**config.mk**
```make
export PLATFORM = sky130hd
export DESIGN_NAME = atto_regs
export DESIGN_NICKNAME = d
export VERILOG_FILES = /design/src/atto_pkg.sv /design/src/atto_trim_reg.sv /design/src/atto_fuse_load.sv /design/src/atto_regs.sv
export SDC_FILE = /design/constraint.sdc
export NUM_CORES = 1
export LEC_CHECK = 0
export BUFFER_PORTS_ARGS = -buffer_cell sky130_fd_sc_hd__buf_2
export CAP_MARGIN = 40
export CELL_PAD_IN_SITES_DETAIL_PLACEMENT = 1
export CELL_PAD_IN_SITES_GLOBAL_PLACEMENT = 2
export CORE_MARGIN = 2
export CORE_UTILIZATION = 39
export DETAILED_ROUTE_END_ITERATION = 12
export HOLD_SLACK_MARGIN = 0.12
export MAX_ROUTING_LAYER = met4
export PLACE_DENSITY = 0.9
export SLEW_MARGIN = 20
export SYNTH_ARGS = -nofsm -noshare
export SYNTH_HDL_FRONTEND = slang
export SYNTH_HIERARCHICAL = 1
export SYNTH_SLANG_ARGS = --single-unit
```
**constraint.sdc**
```tcl
create_clock -name MCLK_IN -period 5.6 [get_ports MCLK_IN]
set_input_delay 1.12 -clock MCLK_IN [delete_from_list [all_inputs] [get_ports MCLK_IN]]
set_output_delay 1.12 -clock MCLK_IN [all_outputs]
set_load 0.05 [all_outputs]
```
**src/atto_pkg.sv**
```systemverilog
package atto_pkg;

  // Bus and storage widths
  localparam int unsigned ATTO_ADDR_W = 12;
  localparam int unsigned ATTO_DATA_W = 32;
  localparam int unsigned ATTO_STRB_W = 4;
  localparam int unsigned ATTO_IDX_W = 10;
  localparam int unsigned ATTO_TRIM_W = 16;
  localparam int unsigned ATTO_TIM_W = 8;
  localparam int unsigned ATTO_OFS_W = 12;
  localparam int unsigned ATTO_NUM_TRIM = 6;

  // Register indices; byte address is four times the index
  localparam logic [9:0] ATTO_IDX_A_SGL_B_TIM = 10'h31A;
  localparam logic [9:0] ATTO_IDX_B_SGL_B_TIM = 10'h31B;
  localparam logic [9:0] ATTO_IDX_A_DUAL_A_OFS = 10'h344;
  localparam logic [9:0] ATTO_IDX_A_DUAL_B_OFS = 10'h346;
  localparam logic [9:0] ATTO_IDX_A_SGL_A_OFS = 10'h348;
  localparam logic [9:0] ATTO_IDX_A_SGL_B_OFS = 10'h34A;
  localparam logic [9:0] ATTO_IDX_CTRL = 10'h3F0;
  localparam logic [9:0] ATTO_IDX_STATUS = 10'h3F1;

  // Storage slots, in the order of the index table below
  localparam int unsigned ATTO_SLOT_A_SGL_B_TIM = 0;
  localparam int unsigned ATTO_SLOT_B_SGL_B_TIM = 1;
  localparam int unsigned ATTO_SLOT_A_DUAL_A_OFS = 2;
  localparam int unsigned ATTO_SLOT_A_DUAL_B_OFS = 3;
  localparam int unsigned ATTO_SLOT_A_SGL_A_OFS = 4;
  localparam int unsigned ATTO_SLOT_A_SGL_B_OFS = 5;

  localparam logic [9:0] ATTO_TRIM_IDX [ATTO_NUM_TRIM] = '{
    ATTO_IDX_A_SGL_B_TIM, ATTO_IDX_B_SGL_B_TIM, ATTO_IDX_A_DUAL_A_OFS,
    ATTO_IDX_A_DUAL_B_OFS, ATTO_IDX_A_SGL_A_OFS, ATTO_IDX_A_SGL_B_OFS};

  // Implemented bits: timing trims are 8 bits, offset trims 16 bits
  localparam logic [15:0] ATTO_TIM_MASK = 16'h00FF;
  localparam logic [15:0] ATTO_OFS_MASK = 16'hFFFF;
  localparam logic [15:0] ATTO_TRIM_RESET = 16'h0000;

  // Control and status fields
  localparam int unsigned ATTO_CTRL_SINGLE_BIT = 0;
  localparam int unsigned ATTO_CTRL_FGCAL_BIT = 1;
  localparam int unsigned ATTO_CTRL_RELOAD_BIT = 2;
  localparam int unsigned ATTO_ST_LOADED_BIT = 0;
  localparam int unsigned ATTO_ST_ATIM_BIT = 1;
  localparam int unsigned ATTO_ST_BTIM_BIT = 2;
  localparam int unsigned ATTO_ST_AOFS_BIT = 3;
  localparam int unsigned ATTO_ST_SEL_LSB = 4;
  localparam logic [31:0] ATTO_ZERO_WORD = 32'h0000_0000;

  typedef enum logic [1:0] {
    ATTO_SEL_DUAL_A = 2'b00,
    ATTO_SEL_DUAL_B = 2'b01,
    ATTO_SEL_SGL_A = 2'b10,
    ATTO_SEL_SGL_B = 2'b11
  } atto_ofs_sel_t;

  typedef struct packed {
    logic single_mode;
    logic fg_cal;
  } atto_mode_t;

  typedef struct packed {
    logic a_in_b;
    logic a_phase90;
    logic b_in_b;
  } atto_sample_t;

  typedef struct packed {
    logic [7:0] a_sgl_b_tim;
    logic [7:0] b_sgl_b_tim;
    logic [11:0] a_dual_a_ofs;
    logic [11:0] a_dual_b_ofs;
    logic [11:0] a_sgl_a_ofs;
    logic [11:0] a_sgl_b_ofs;
  } atto_fuse_t;

  typedef struct packed {
    logic a_tim_en;
    logic [7:0] a_tim;
    logic b_tim_en;
    logic [7:0] b_tim;
    logic a_ofs_en;
    logic [11:0] a_ofs;
  } atto_trim_out_t;

endpackage

```
**src/atto_trim_reg.sv**
```systemverilog
`timescale 1ns/1ps
`default_nettype none
module atto_trim_reg
  import atto_pkg::*;
#(
  parameter logic [15:0] MASK = ATTO_OFS_MASK
) (
  input wire logic clk_in, // Core clock
  input wire logic rst_in, // Async reset, active high
  input wire logic wr_in, // Bus write strobe
  input wire logic [1:0] strb_in, // Byte lanes of the write
  input wire logic [15:0] wdata_in, // Write data
  input wire logic load_in, // Fuse load strobe
  input wire logic [15:0] fuse_in, // Fuse default value
  output logic [15:0] q_out // Stored value
);

  logic [15:0] next_q;

  // Merge the enabled byte lanes; unimplemented bits stay zero
  always_comb begin
    next_q[7:0] = strb_in[0] ? wdata_in[7:0] : q_out[7:0];
    next_q[15:8] = strb_in[1] ? wdata_in[15:8] : q_out[15:8];
    next_q = next_q & MASK;
  end

  // Software write wins over a fuse load in the same cycle
  always_ff @(posedge clk_in or posedge rst_in) begin
    if (rst_in) begin
      q_out <= ATTO_TRIM_RESET;
    end else if (wr_in) begin
      q_out <= next_q;
    end else if (load_in) begin
      q_out <= fuse_in & MASK;
    end
  end

endmodule
`default_nettype wire

```
**src/atto_fuse_load.sv**
```systemverilog
`timescale 1ns/1ps
`default_nettype none
module atto_fuse_load
  import atto_pkg::*;
(
  input wire logic clk_in, // Core clock
  input wire logic rst_in, // Async reset, active high
  input wire logic valid_pin_in, // Fuse data valid from fuse block
  input wire atto_fuse_t data_pin_in, // Fuse values from fuse block
  input wire logic reload_in, // Software reload pulse
  output logic load_out, // One-cycle load strobe
  output atto_fuse_t data_out, // Synchronised fuse values
  output logic loaded_out // Set once a load happened
);

  logic valid_meta;
  logic valid_sync;
  logic valid_late;
  logic valid_prev;
  atto_fuse_t data_meta;

  // Two-stage synchronisers; valid is held back one more stage so the
  // data word has settled for a full cycle before it is loaded
  always_ff @(posedge clk_in or posedge rst_in) begin
    if (rst_in) begin
      valid_meta <= 1'b0;
      valid_sync <= 1'b0;
      valid_late <= 1'b0;
      valid_prev <= 1'b0;
      data_meta <= '0;
      data_out <= '0;
    end else begin
      valid_meta <= valid_pin_in;
      valid_sync <= valid_meta;
      valid_late <= valid_sync;
      valid_prev <= valid_late;
      data_meta <= data_pin_in;
      data_out <= data_meta;
    end
  end

  // Load on the rising edge of valid, or on request while valid
  assign load_out = valid_late & (~valid_prev | reload_in);

  // Sticky indication for software
  always_ff @(posedge clk_in or posedge rst_in) begin
    if (rst_in) begin
      loaded_out <= 1'b0;
    end else if (load_out) begin
      loaded_out <= 1'b1;
    end
  end

endmodule
`default_nettype wire

```
**src/atto_regs.sv**
```systemverilog
// Contract
// - Core A single mode input B timing trim
// - Core B single mode input B timing trim
// - Core A dual mode input A offset
// - Core A dual mode input B offset
// - Core A single mode input A offset
// - Core A input B 90 degree offset
// - Offset trims 16 bits, upper four reserved
// - Defaults loaded from fuses, software may overwrite
// - Timing trims adjust each core's sampling instant
//
// Implementation choice: the APB slave port.
`timescale 1ns/1ps
`default_nettype none
module atto_regs
  import atto_pkg::*;
(
  input wire logic MCLK_IN, // Core clock, 100 MHz
  input wire logic RESET_IN, // Async reset, active high
  input wire logic PSEL_IN, // APB select
  input wire logic PENABLE_IN, // APB enable
  input wire logic PWRITE_IN, // APB direction, high for write
  input wire logic [11:0] PADDR_IN, // APB byte address
  input wire logic [31:0] PWDATA_IN, // APB write data
  input wire logic [3:0] PSTRB_IN, // APB write byte strobes
  output logic [31:0] PRDATA_OUT, // APB read data
  output logic PREADY_OUT, // APB ready
  output logic PSLVERR_OUT, // APB error on unmapped address
  input wire logic FUSE_VALID_IN, // Fuse values valid, async
  input wire atto_fuse_t FUSE_DATA_IN, // Fuse default values, async
  input wire atto_sample_t SAMPLE_IN, // Converter sampling state
  output atto_trim_out_t TRIM_OUT // Trims applied to the cores
);

  logic [15:0] trim_q [ATTO_NUM_TRIM];
  logic [15:0] fuse_word [ATTO_NUM_TRIM];
  logic [ATTO_NUM_TRIM-1:0] trim_hit;
  logic [ATTO_NUM_TRIM-1:0] trim_wr;
  logic [9:0] idx;
  logic aligned;
  logic hit_ctrl;
  logic hit_status;
  logic mapped;
  logic setup;
  logic access;
  logic wr_access;
  logic err_q;
  logic [31:0] next_rdata;
  atto_mode_t mode;
  logic reload;
  logic fuse_load;
  logic fuse_loaded;
  atto_fuse_t fuse_sync;
  logic next_a_tim_en;
  logic next_b_tim_en;
  logic next_a_ofs_en;
  atto_ofs_sel_t next_sel;
  atto_ofs_sel_t sel_q;

  // Address decode; registers sit on aligned words only
  assign idx = PADDR_IN[11:2];
  assign aligned = (PADDR_IN[1:0] == 2'b00);
  assign hit_ctrl = aligned & (idx == ATTO_IDX_CTRL);
  assign hit_status = aligned & (idx == ATTO_IDX_STATUS);
  assign mapped = (|trim_hit) | hit_ctrl | hit_status;
  assign setup = PSEL_IN & ~PENABLE_IN;
  assign access = PSEL_IN & PENABLE_IN;
  assign wr_access = access & PWRITE_IN & ~err_q;

  // Zero wait states: every access phase completes at its first edge
  assign PREADY_OUT = access;
  assign PSLVERR_OUT = access & err_q;

  // Fuse values mapped onto the storage slots
  assign fuse_word[ATTO_SLOT_A_SGL_B_TIM] = {8'h00, fuse_sync.a_sgl_b_tim};
  assign fuse_word[ATTO_SLOT_B_SGL_B_TIM] = {8'h00, fuse_sync.b_sgl_b_tim};
  assign fuse_word[ATTO_SLOT_A_DUAL_A_OFS] = {4'h0, fuse_sync.a_dual_a_ofs};
  assign fuse_word[ATTO_SLOT_A_DUAL_B_OFS] = {4'h0, fuse_sync.a_dual_b_ofs};
  assign fuse_word[ATTO_SLOT_A_SGL_A_OFS] = {4'h0, fuse_sync.a_sgl_a_ofs};
  assign fuse_word[ATTO_SLOT_A_SGL_B_OFS] = {4'h0, fuse_sync.a_sgl_b_ofs};

  // Fuse defaults arrive from another domain, hence the synchroniser
  atto_fuse_load u_fuse (
    .clk_in(MCLK_IN),
    .rst_in(RESET_IN),
    .valid_pin_in(FUSE_VALID_IN),
    .data_pin_in(FUSE_DATA_IN),
    .reload_in(reload),
    .load_out(fuse_load),
    .data_out(fuse_sync),
    .loaded_out(fuse_loaded)
  );

  // One storage register per trim, sized by its implemented bits
  genvar g;
  generate
    for (g = 0; g < ATTO_NUM_TRIM; g++) begin : g_trim
      localparam logic [15:0] MASK_G =
        (g < ATTO_SLOT_A_DUAL_A_OFS) ? ATTO_TIM_MASK
          : ATTO_OFS_MASK;
      assign trim_hit[g] = aligned & (idx == ATTO_TRIM_IDX[g]);
      assign trim_wr[g] = wr_access & trim_hit[g];
      atto_trim_reg #(
        .MASK(MASK_G)
      ) u_reg (
        .clk_in(MCLK_IN),
        .rst_in(RESET_IN),
        .wr_in(trim_wr[g]),
        .strb_in(PSTRB_IN[1:0]),
        .wdata_in(PWDATA_IN[15:0]),
        .load_in(fuse_load),
        .fuse_in(fuse_word[g]),
        .q_out(trim_q[g])
      );
    end
  endgenerate

  // Control register: mode, calibration enable, fuse reload request
  always_ff @(posedge MCLK_IN or posedge RESET_IN) begin
    if (RESET_IN) begin
      mode <= '0;
    end else if (wr_access & hit_ctrl & PSTRB_IN[0]) begin
      mode.single_mode <= PWDATA_IN[ATTO_CTRL_SINGLE_BIT];
      mode.fg_cal <= PWDATA_IN[ATTO_CTRL_FGCAL_BIT];
    end
  end

  // Reload is a self-clearing pulse; it always reads back as zero
  always_ff @(posedge MCLK_IN or posedge RESET_IN) begin
    if (RESET_IN) begin
      reload <= 1'b0;
    end else begin
      reload <= wr_access & hit_ctrl & PSTRB_IN[0]
        & PWDATA_IN[ATTO_CTRL_RELOAD_BIT];
    end
  end

  // Read data for the addressed register; unused upper bits read zero
  always_comb begin
    next_rdata = ATTO_ZERO_WORD;
    for (int i = 0; i < ATTO_NUM_TRIM; i++) begin
      if (trim_hit[i]) begin
        next_rdata = {16'h0000, trim_q[i]};
      end
    end
    if (hit_ctrl) begin
      next_rdata[ATTO_CTRL_SINGLE_BIT] = mode.single_mode;
      next_rdata[ATTO_CTRL_FGCAL_BIT] = mode.fg_cal;
    end
    if (hit_status) begin
      next_rdata[ATTO_ST_LOADED_BIT] = fuse_loaded;
      next_rdata[ATTO_ST_ATIM_BIT] = TRIM_OUT.a_tim_en;
      next_rdata[ATTO_ST_BTIM_BIT] = TRIM_OUT.b_tim_en;
      next_rdata[ATTO_ST_AOFS_BIT] = TRIM_OUT.a_ofs_en;
      next_rdata[ATTO_ST_SEL_LSB +: 2] = sel_q;
    end
  end

  // Read data and error captured in the setup phase, shown in access
  always_ff @(posedge MCLK_IN or posedge RESET_IN) begin
    if (RESET_IN) begin
      PRDATA_OUT <= ATTO_ZERO_WORD;
      err_q <= 1'b0;
    end else if (setup) begin
      PRDATA_OUT <= PWRITE_IN ? ATTO_ZERO_WORD : next_rdata;
      err_q <= ~mapped;
    end
  end

  // Which trims the current mode and sampling state select
  always_comb begin
    next_a_tim_en = mode.single_mode & mode.fg_cal
      & SAMPLE_IN.a_in_b;
    next_b_tim_en = mode.single_mode & mode.fg_cal
      & SAMPLE_IN.b_in_b;
    next_a_ofs_en = 1'b0;
    next_sel = ATTO_SEL_DUAL_A;
    case ({mode.single_mode, SAMPLE_IN.a_in_b})
      2'b00: begin
        next_sel = ATTO_SEL_DUAL_A;
        next_a_ofs_en = mode.fg_cal;
      end
      2'b01: begin
        next_sel = ATTO_SEL_DUAL_B;
        next_a_ofs_en = mode.fg_cal;
      end
      2'b10: begin
        next_sel = ATTO_SEL_SGL_A;
        next_a_ofs_en = mode.fg_cal;
      end
      2'b11: begin
        next_sel = ATTO_SEL_SGL_B;
        next_a_ofs_en = mode.fg_cal & SAMPLE_IN.a_phase90;
      end
      default: begin
        next_sel = ATTO_SEL_DUAL_A;
        next_a_ofs_en = 1'b0;
      end
    endcase
  end

  // Registered trim outputs; a deselected trim drives zero and only
  // its enable tells the core, so the stored value is never disturbed
  always_ff @(posedge MCLK_IN or posedge RESET_IN) begin
    if (RESET_IN) begin
      TRIM_OUT <= '0;
      sel_q <= ATTO_SEL_DUAL_A;
    end else begin
      sel_q <= next_sel;
      TRIM_OUT.a_tim_en <= next_a_tim_en;
      TRIM_OUT.b_tim_en <= next_b_tim_en;
      TRIM_OUT.a_ofs_en <= next_a_ofs_en;
      TRIM_OUT.a_tim <= next_a_tim_en
        ? trim_q[ATTO_SLOT_A_SGL_B_TIM][7:0] : 8'h00;
      TRIM_OUT.b_tim <= next_b_tim_en
        ? trim_q[ATTO_SLOT_B_SGL_B_TIM][7:0] : 8'h00;
      if (!next_a_ofs_en) begin
        TRIM_OUT.a_ofs <= 12'h000;
      end else begin
        case (next_sel)
          ATTO_SEL_DUAL_A: begin
            TRIM_OUT.a_ofs <= trim_q[ATTO_SLOT_A_DUAL_A_OFS][11:0];
          end
          ATTO_SEL_DUAL_B: begin
            TRIM_OUT.a_ofs <= trim_q[ATTO_SLOT_A_DUAL_B_OFS][11:0];
          end
          ATTO_SEL_SGL_A: begin
            TRIM_OUT.a_ofs <= trim_q[ATTO_SLOT_A_SGL_A_OFS][11:0];
          end
          ATTO_SEL_SGL_B: begin
            TRIM_OUT.a_ofs <= trim_q[ATTO_SLOT_A_SGL_B_OFS][11:0];
          end
          default: begin
            TRIM_OUT.a_ofs <= 12'h000;
          end
        endcase
      end
    end
  end

endmodule
`default_nettype wire

```
==> metrics.md, run 1 <==
| Metric | Value |
|---|---|
| Status | `finished, final reports clean` |
| Setup Fix Bufs, Post-CTS | `0` |
| Fin crit period | `3.22 ns` |
| Die width | `175 um` |
| Initial antenna violation count | `0` |
| Placed cells | `1374` |
| Worst EP arrival | `3.69 ns` |
| Core Util, Final | `46.6%` |
| Peak VDD IR | `0.188 mV` |
| Initial drt markers | `624` |
| CP Max Fanout | `20` |
| Leakage dissipation | `6.49 nW` |
| Warnings, synthesis | `6` |
| Final setup violation count | `0` |
| Seq/Total Area, Yosys | `58.3%` |
| Fin nets | `1142` |
| RSZ-0062 raised after global routing | `no` |
| Clock root buffer | `clkbuf_16` |
| Power, Total | `4.53 mW` |
| Skew final | `0.0145 ns` |
| All-Layer GR Usage | `22.0%` |
| Fillers | `2993` |
| Place WS | `1.55 ns` |
| Vias in the first global route | `8383` |
| Setup TNS | `0 ns` |
| Avg WL per Cell | `22.5 um` |
| CP Data Required Time | `6.08 ns` |
| Port Buf Inserts | `151` |
| Drc violations | `0` |
| Effective utilization at floorplan | `39.7%` |
| Slew of the pin with the lowest slew margin | `0.861 ns` |
| Power Density | `338 nW/um^2` |
| Total CTS buffers | `28` |
| First-pass GRT wire length | `50.7 mm` |
| Placer Congestion | `0.865` |
| Post-cts gate resize count | `0` |
| Commonest register cell after synthesis | `dfrtp_1` |
| Synthesized cell area | `11400 um^2` |
| Slew HR | `42.5%` |
| Clk buf depth | `3` |
| TritonCTS clock tree | `done` |
| Clock sink count | `266` |
| Syn Inst Count | `860` |
| Commonest non-fill, non-tap cell in the layout | `dfrtp_1` |
| Async set-reset flop share out of synthesis | `100%` |
| Worst skew pair latency | `0.55 ns` |
| Ratio of cells with drive above 1 in the final layout | `26.9%` |
| # Max-Cap Violations | `0` |
| Fin Hold WS | `0.345 ns` |
| Antenna viol nets, final | `0` |
| DR pass1 iterations | `5` |
| Area Growth Syn to Fin | `17.4%` |
| Cell family with most CP delay | `simple AND/OR/NAND/NOR gates` |
| Period utilisation layout | `57.4%` |
| Final setup margin | `2.38 ns` |
| Min-delay worst type | `reg -> reg` |
| Dpl cell area | `12400 um^2` |
| Post-synth EDFFs | `0` |
| Die H | `175 um` |
| Commonest cells after routing, fill and taps aside | `dfrtp_1, buf_2, mux2i_1` |
| H-tree depth | `1` |
| Fin cells | `1426` |
| I/O pin count | `186` |
| Routed vias | `7721` |
| Fmax achieved | `311 MHz` |
| ANT cells | `0` |
| Final slew viol count | `0` |
| Crit path launch type | `primary input` |
| Hold Fails Final Rpt | `0` |
| Hpwl dp | `22.6 mm` |
| Post-layout instance area | `13400 um^2` |
| # hold bufs at CTS | `0` |
| Slowest-stage cell, CP | `or4b_1` |
| #FFs+latches synth | `266` |
| Critical path type | `in -> reg` |
| Clock transition at path regs | `0.06 ns` |
| Total gr overflow | `0` |
| Rows | `62` |
| Count of cell types in the netlist | `60` |
| CP endpoint kind | `flip-flop` |
| Crit-path max cell delay | `0.69 ns` |
| Crit path cell chain | `buf_2 > or4b_1 > nor2_1 > nand2_1 > nor2_2 > mux2i_4 > a221o_1` |
| Die ar. | `30700 um^2` |
| Mapped Avg Cell Area | `13.3 um^2` |
| Vias per cell | `5.41` |
| Total wire length | `32.1 mm` |
| Buf/Inv on CP | `1` |
| Core footprint | `28800 um^2` |
| Largest net degree at the start of global routing | `55` |
==> final timing paths <==
kind	from	end	slack (ns)	cells past startpoint
min in group asynchronous	RESET_IN	g_trim[1].u_reg/q_out[4]	0.64	2
setup / recovery	PADDR_IN[7]	g_trim[3].u_reg/q_out[10]	2.38	7
setup reg to reg	err_q	g_trim[3].u_reg/q_out[10]	3.06	4
max in group asynchronous	RESET_IN	u_fuse/data_meta[47]	3.91	3
hold reg to reg	u_fuse/data_meta[30]	u_fuse/data_out[30]	0.35	0
hold / removal	u_fuse/data_meta[30]	u_fuse/data_out[30]	0.35	0
==> sequential cells by signal, summed over array words and instances (netlist names) <==
signal	flops
g_trim.u_reg/q_out	80
u_fuse/data_meta	64
u_fuse/data_out	64
TRIM_OUT	31
PRDATA_OUT	16
mode	2
sel_q	2
err_q	1
reload	1
u_fuse/loaded_out	1
u_fuse/valid_late	1
u_fuse/valid_meta	1
u_fuse/valid_prev	1
u_fuse/valid_sync	1
==> cell families after synthesis <==
group	synth area share, %
flops	58.3
simple gates	12.3
compound gates	10.0
mux	13.5
buf+inv	5.75
other cells	0.0986
==> area by class of cell <==
cell class,instances,area (um^2),share of cell area [%]
flip-flops and latches,266,6660,49.6
clock inverters,11,200,1.49
well taps,384,480,3.58
inverters,10,40.0,0.299
repair buffers,174,943,7.04
multi-input cells,541,4290,32.0
clock buffers,40,796,5.94
==> report_power, final <==
part / internal [mW] / leakage [nW] / switching (mW)
registers: 2.05 / 3.25 / 0.131
clock network: 1.22 / 0.479 / 0.759
logic: 0.155 / 2.76 / 0.212
==> per-layer routing <==
layer	wire [um]	vias to the layer above	GRT usage, %	share of wire (%)
met5	0	-	-	0
met4	376	0	3.82	1.2
met3	1700	29	3.26	5.3
met2	15400	209	34.7	48
met1	14700	4089	30.8	46
li1	-	3394	-	-
==> cells in the mapped netlist (6+ instances only) <==
| library cell | instances | area share [%] |
|---|---|---|
| nor4_1 | 8 | 0.44 |
| a21oi_1 | 8 | 0.35 |
| nor2b_1 | 22 | 1.2 |
| inv_1 | 10 | 0.33 |
| nor2_1 | 15 | 0.49 |
| o22ai_1 | 9 | 0.49 |
| and3_2 | 6 | 0.39 |
| a211o_1 | 35 | 2.7 |
| dfrtp_1 | 266 | 58 |
| o21a_1 | 10 | 0.66 |
| clkbuf_1 | 22 | 0.72 |
| mux2i_2 | 6 | 0.72 |
| buf_4 | 45 | 3.0 |
| nand2_1 | 21 | 0.69 |
| nand2b_1 | 9 | 0.49 |
| mux4_2 | 12 | 2.4 |
| a22oi_1 | 13 | 0.85 |
| mux2i_1 | 103 | 9.0 |
| a31o_2 | 6 | 0.46 |
| buf_6 | 11 | 1.1 |
| a221o_1 | 22 | 1.9 |
| and3b_2 | 10 | 0.88 |
| and3_1 | 48 | 2.6 |
| and2_1 | 20 | 1.1 |
| nand3_1 | 6 | 0.26 |
| mux2_2 | 6 | 0.59 |
| and3b_1 | 24 | 1.8 |
| o21ai_0 | 17 | 0.75 |
Power figures use the tool's default switching activity.
==> run 2, diff against run 1 <==
Clock period 5.6 ns to 3.35 ns, I/O delays scaled along.
==> run 2 against run 1 <==
Against the previous run: combinational power grew 70%; die area is the same; critical endpoint is now g_trim[5].u_reg/q_out[10]; first-iteration DRC count shrank 15%; critical path type unchanged; routed wire length about the same; worst setup slack got worse by 1.6 ns; count of clock-buffer cells in the layout fell by 1.
==> metrics.md, run 2 (synthesis results as in run 1) <==
| Metric | Value |
|---|---|
| Clock root buffer | `clkbuf_16` |
| Setup TNS | `0 ns` |
| Antenna viol nets, final | `0` |
| CP Data Required Time | `3.75 ns` |
| Initial drt markers | `533` |
| Commonest cells after routing, fill and taps aside | `dfrtp_1, buf_2, mux2i_1` |
| Status | `finished, final reports clean` |
| Crit-path max cell delay | `0.63 ns` |
| Worst skew pair latency | `0.55 ns` |
| Power Density | `546 nW/um^2` |
| Crit path launch type | `primary input` |
| I/O pin count | `186` |
| Final slew viol count | `0` |
| Vias per cell | `5.39` |
| First-pass GRT wire length | `49.2 mm` |
| Placer Congestion | `0.897` |
| RSZ-0062 raised after global routing | `no` |
| CP Max Fanout | `26` |
| Combinational group share of total power | `8.5%` |
| Slew of the pin with the lowest slew margin | `0.767 ns` |
| Setup Fix Bufs, Post-CTS | `0` |
| Clk buf depth | `3` |
| Drc violations | `0` |
| Fin nets | `1155` |
| Slowest-stage cell, CP | `or4_4` |
| Die width | `175 um` |
| Reg2Reg Setup Slack | `0.86 ns` |
| Largest register by flop count | `g_trim.u_reg/q_out` |
| ANT cells | `0` |
| CP endpoint kind | `flip-flop` |
| Die H | `175 um` |
| Largest net degree at the start of global routing | `87` |
| Routed vias | `7733` |
| Leakage dissipation | `6.52 nW` |
| All-Layer GR Usage | `21.5%` |
| Port Buf Inserts | `151` |
| Fillers | `3006` |
| Internal | `5.51 mW` |
| Min-delay worst type | `in -> async` |
| DR pass1 iterations | `5` |
| TritonCTS clock tree | `done` |
| Total gr overflow | `0` |
| Vias in the first global route | `8266` |
| Max FFs per register | `80` |
| Fmax achieved | `392 MHz` |
| Worst EP arrival | `2.96 ns` |
| Hpwl dp | `22.9 mm` |
| Largest registers | `g_trim.u_reg/q_out (80), u_fuse/data_meta (64), u_fuse/data_out (64)` |
| Period utilisation layout | `76.2%` |
| Rows | `62` |
| Slew HR | `48.9%` |
| Cell family with most CP delay | `simple AND/OR/NAND/NOR gates` |
| Peak VDD IR | `0.279 mV` |
| H-tree depth | `1` |
| Area Growth Syn to Fin | `17.6%` |
| # hold bufs at CTS | `0` |
| Total wire length | `32.1 mm` |
| Final setup violation count | `0` |
| Commonest non-fill, non-tap cell in the layout | `dfrtp_1` |
| Effective utilization at floorplan | `39.7%` |
| Critical path type | `in -> reg` |
| Avg WL per Cell | `22.4 um` |
| Post-cts gate resize count | `0` |
| Die ar. | `30700 um^2` |
| Skew final | `0.0336 ns` |
| Core footprint | `28800 um^2` |
| Ratio of cells with drive above 1 in the final layout | `28.0%` |
| Switching Share | `24.9%` |
| Part of the power in the clock network | `41.8%` |
| Flop pwr share | `49.7%` |
| Hold Fails Final Rpt | `0` |
| Crit path cell chain | `buf_2 > or4b_1 > or4_4 > nor2_2 > buf_12 > mux2i_4 > a221o_1` |
| Fin cells | `1434` |
| Initial antenna violation count | `0` |
| Net Switching | `1.83 mW` |
| # Max-Cap Violations | `0` |
| Total CTS buffers | `28` |
| Buf/Inv on CP | `2` |
| Clock sink count | `266` |
| Placed cells | `1388` |
| Fin crit period | `2.55 ns` |
| Clock transition at path regs | `0.07 ns` |
==> run 2: final timing paths <==
path | cells past startpoint | from | endpoint
min reg2reg | 0 | u_fuse/data_meta[11] | u_fuse/data_out[11]
max reg2reg | 5 | err_q | g_trim[1].u_reg/q_out[4]
min | 2 | RESET_IN | g_trim[0].u_reg/q_out[6]
min in group MCLK_IN | 1 | FUSE_DATA_IN[58] | u_fuse/data_meta[58]
max | 7 | PADDR_IN[7] | g_trim[5].u_reg/q_out[10]
max in group asynchronous | 3 | RESET_IN | TRIM_OUT[11]
==> run 2: layout make-up <==
class                   count  area, um^2  area share [%]
multi-input cells         541        4290            31.9
repair buffers            187        1050            7.82
well taps                 384         480            3.58
inverters                  10        41.3           0.307
clock buffers              39         843            6.28
clock inverters             7        68.8           0.512
flip-flops and latches    266        6660            49.6
==> run 2: layer usage <==
metal / part of all wire, % / wire [um] / global-route usage, % / vias up
met4: 2.5 / 809 / 6.11 / 0
met3: 6.1 / 1960 / 3.66 / 52
met2: 46 / 14800 / 32.2 / 266
met1: 45 / 14600 / 30.2 / 3999
li1: - / - / - / 3416
met5: 0 / 0 / - / -
==> run 2: power by group through the flow <==
stage	logic [mW]	registers, mW	clock network (mW)
3_5_place_dp	0.619	3.69	0
5_1_grt	0.679	3.66	3.24
6_report	0.623	3.65	3.06
3_3_place_gp	0.594	3.68	0
4_1_cts	0.627	3.64	3.12
2_1_floorplan	0.454	3.58	0
==> run 2: per-stage QoR <==
stage	power (mW)	instance area [um^2]	utilization [%]	setup WS, ns	hold WS, ns
after floorplan	4.03	11600	-	0.415	0.331
after detailed placement	4.31	12500	43.5	0.301	0.336
after global placement	4.27	12500	43.5	0.327	0.333
final	7.34	13400	46.7	0.797	0.206
after CTS	7.39	13400	46.7	0.833	0.188
after global routing	7.59	13400	46.7	0.765	0.206
==> run 2: worst reg2reg max path, delay by kind of cell, from the launching register on <==
family | cells | cell delay (ns)
simple gates | 2 | 1.09
flops | 1 | 0.41
mux | 1 | 0.46
compound gates | 1 | 0.25
buf+inv | 1 | 0.21
==> run 3, diff against run 2 <==
Settings changed: CORE_UTILIZATION 39 to 35, PLACE_DENSITY 0.9 to 0.86.
Clock period 3.35 ns to 2.2 ns, I/O delays scaled along.
==> run 3 against run 2 <==
Against the previous run: routed wire length up 11%; design area is 11% higher; clock skew hardly changed; sequential cell count is the same; non-clock buffer count rose by 121; largest power group unchanged; register-to-register slack worse by 0.81 ns; critical path type is now reg -> reg; sequential share of layout area shrank 4.9 points; highest routed layer unchanged; worst setup slack got worse by 0.75 ns; combinational power rose by 81%; cell count increased by 13%.
==> metrics.md, run 3 (synthesis results as in run 1) <==
| Metric | Value |
|---|---|
| Period utilisation layout | `97.9%` |
| Antenna viol nets, final | `0` |
| DR pass1 iterations | `5` |
| Min-delay src | `SAMPLE_IN[2]` |
| Power Density | `812 nW/um^2` |
| Critical path type | `reg -> reg` |
| Crit path cell chain | `nand4b_1 > buf_4 > nor3_1 > buf_4 > mux2i_4 > a211o_1` |
| Worst skew pair latency | `0.58 ns` |
| Reg2Reg Setup Slack | `0.05 ns` |
| Die width | `185 um` |
| Dpl cell area | `13200 um^2` |
| ANT cells | `0` |
| Post-layout instance area | `14900 um^2` |
| Slew of the pin with the lowest slew margin | `0.784 ns` |
| Crit path launch type | `flip-flop` |
| Worst hold path cell count | `2` |
| Clock sink count | `266` |
| Largest register by flop count | `g_trim.u_reg/q_out` |
| Max FFs per register | `80` |
| Slew HR | `47.7%` |
| Avg WL per Cell | `22.1 um` |
| Crit-path max cell delay | `0.40 ns` |
| Clock root buffer | `clkbuf_16` |
| Effective utilization at floorplan | `35.3%` |
| Busiest layer in global routing | `met2` |
| Final setup violation count | `0` |
| Largest registers | `g_trim.u_reg/q_out (80), u_fuse/data_meta (64), u_fuse/data_out (64)` |
| Clock transition at path regs | `0.07 ns` |
| RSZ-0062 raised after global routing | `no` |
| Final slew viol count | `0` |
| CP Max Fanout | `10` |
| Vias in the first global route | `8879` |
| Power, Total | `12.1 mW` |
| Commonest cells after routing, fill and taps aside | `dfrtp_1, buf_2, mux2i_1` |
| Commonest non-fill, non-tap cell in the layout | `dfrtp_1` |
| Total CTS buffers | `29` |
| Leakage dissipation | `7.20 nW` |
| Fin Hold WS | `0.223 ns` |
| All-Layer GR Usage | `22.1%` |
| Largest net degree at the start of global routing | `54` |
| Place WS | `-0.381 ns` |
| Worst R2R Start | `err_q` |
| CP most frequent cell | `buf_4` |
| Flop pwr share | `46.0%` |
| # Max-Cap Violations | `0` |
| Combinational group share of total power | `9.3%` |
| Switching Share | `24.8%` |
| TritonCTS clock tree | `done` |
| Area Growth Syn to Fin | `30.6%` |
| Net Switching | `3.00 mW` |
| Drc violations | `0` |
| Multi-input logic area | `4340 um^2` |
| Status | `finished, final reports clean` |
| Vias per cell | `5.12` |
| Initial drt markers | `487` |
| Hold endpoint | `sel_q[0]` |
| I/O pin count | `186` |
| CP endpoint kind | `flip-flop` |
| Internal | `9.10 mW` |
| Fmax achieved | `465 MHz` |
| GRT met1 Usage | `30.3%` |
| Peak VDD IR | `0.493 mV` |
| Cell family with most CP delay | `simple AND/OR/NAND/NOR gates` |
| Core footprint | `32400 um^2` |
| Hpwl dp | `24.9 mm` |
| Hold Fails Final Rpt | `0` |
| Placed cells | `1499` |
| Ratio of cells with drive above 1 in the final layout | `30.6%` |
| Die ar. | `34100 um^2` |
| Placer Congestion | `0.899` |
| Part of the power in the clock network | `44.6%` |
| Fin crit period | `2.15 ns` |
| Initial antenna violation count | `0` |
| Final setup margin | `0.0473 ns` |
| Total wire length | `35.7 mm` |
| Worst EP arrival | `2.64 ns` |
| Fillers | `3424` |
| Rows | `66` |
| Die H | `185 um` |
| Skew final | `0.0339 ns` |
| Buf/Inv on CP | `2` |
| Met3 global-route usage | `3.40%` |
| FF/Latch Area | `6660 um^2` |
| Setup TNS | `0 ns` |
| Core Util, Final | `46.1%` |
| Fin cells | `1620` |
| Fin nets | `1277` |
| Min-delay worst type | `in -> reg` |
| Routed vias | `8299` |
| Worst R2R End | `g_trim[0].u_reg/q_out[6]` |
| First-pass GRT wire length | `55.1 mm` |
| H-tree depth | `1` |
| Port Buf Inserts | `151` |
| Clk buf depth | `3` |
| CP Data Required Time | `2.69 ns` |
| Worst r2r path cells | `6` |
| Total gr overflow | `0` |
| Met2 Usage GRT | `33.9%` |
| Slowest-stage cell, CP | `dfrtp_1` |
==> run 3: cell types whose count changed in the layout (fill, tap and decap cells not counted), sizes merged <==
cell         previous run  this run
buf                   187       242
bufinv                  1         6
clkinv                  3         5
clkinvlp                3         2
dlygate4sd3             0        66
inv                    10        11
==> run 3: cell type report <==
class	instances	area share, %
sequential	266	44.6
multi-input combinational	541	29.1
timing repair buffer	308	15.1
clock buffer	39	5.59
tap	442	3.71
clock inverter	14	1.57
inverter	10	0.277
==> run 3: how the worst max path moves through the flow <==
| stage | start | end | slack [ns] | cells after the start |
|---|---|---|---|---|
| 4_1_cts | err_q | g_trim[0].u_reg/q_out[5] | 0.03 | 6 |
| 3_5_place_dp | PADDR_IN[0] | g_trim[5].u_reg/q_out[15] | -0.38 | 7 |
| 5_1_grt | err_q | g_trim[2].u_reg/q_out[10] | 0.01 | 6 |
| 3_3_place_gp | PADDR_IN[0] | g_trim[5].u_reg/q_out[15] | -0.35 | 7 |
| 2_1_floorplan | PADDR_IN[7] | g_trim[5].u_reg/q_out[8] | -0.40 | 9 |
| 6_report | err_q | g_trim[0].u_reg/q_out[6] | 0.05 | 6 |
==> run 3: power by group through the flow <==
| stage | Combinational, mW | Clock [mW] | Sequential [mW] |
|---|---|---|---|
| floorplan | 0.697 | 0 | 5.45 |
| global placement | 0.973 | 0 | 5.61 |
| detailed placement | 1.01 | 0 | 5.63 |
| CTS | 1.12 | 5.49 | 5.55 |
| global route | 1.22 | 5.74 | 5.60 |
| finish | 1.13 | 5.40 | 5.57 |
==> run 3: metal layers <==
| layer | routed length [um] | vias up |
|---|---|---|
| li1 | - | 3666 |
| met1 | 15700 | 4296 |
| met2 | 16800 | 285 |
| met3 | 2230 | 52 |
| met4 | 929 | 0 |
| met5 | 0 | - |
==> run 3: what timing repair did <==
item / CTS / global route
hold buffers: 66 / 0
setup endpoints to repair: 0 / 5
buffers inserted: 0 / 2
gates resized for setup: 0 / 2
hold endpoints to repair: 185 / 0
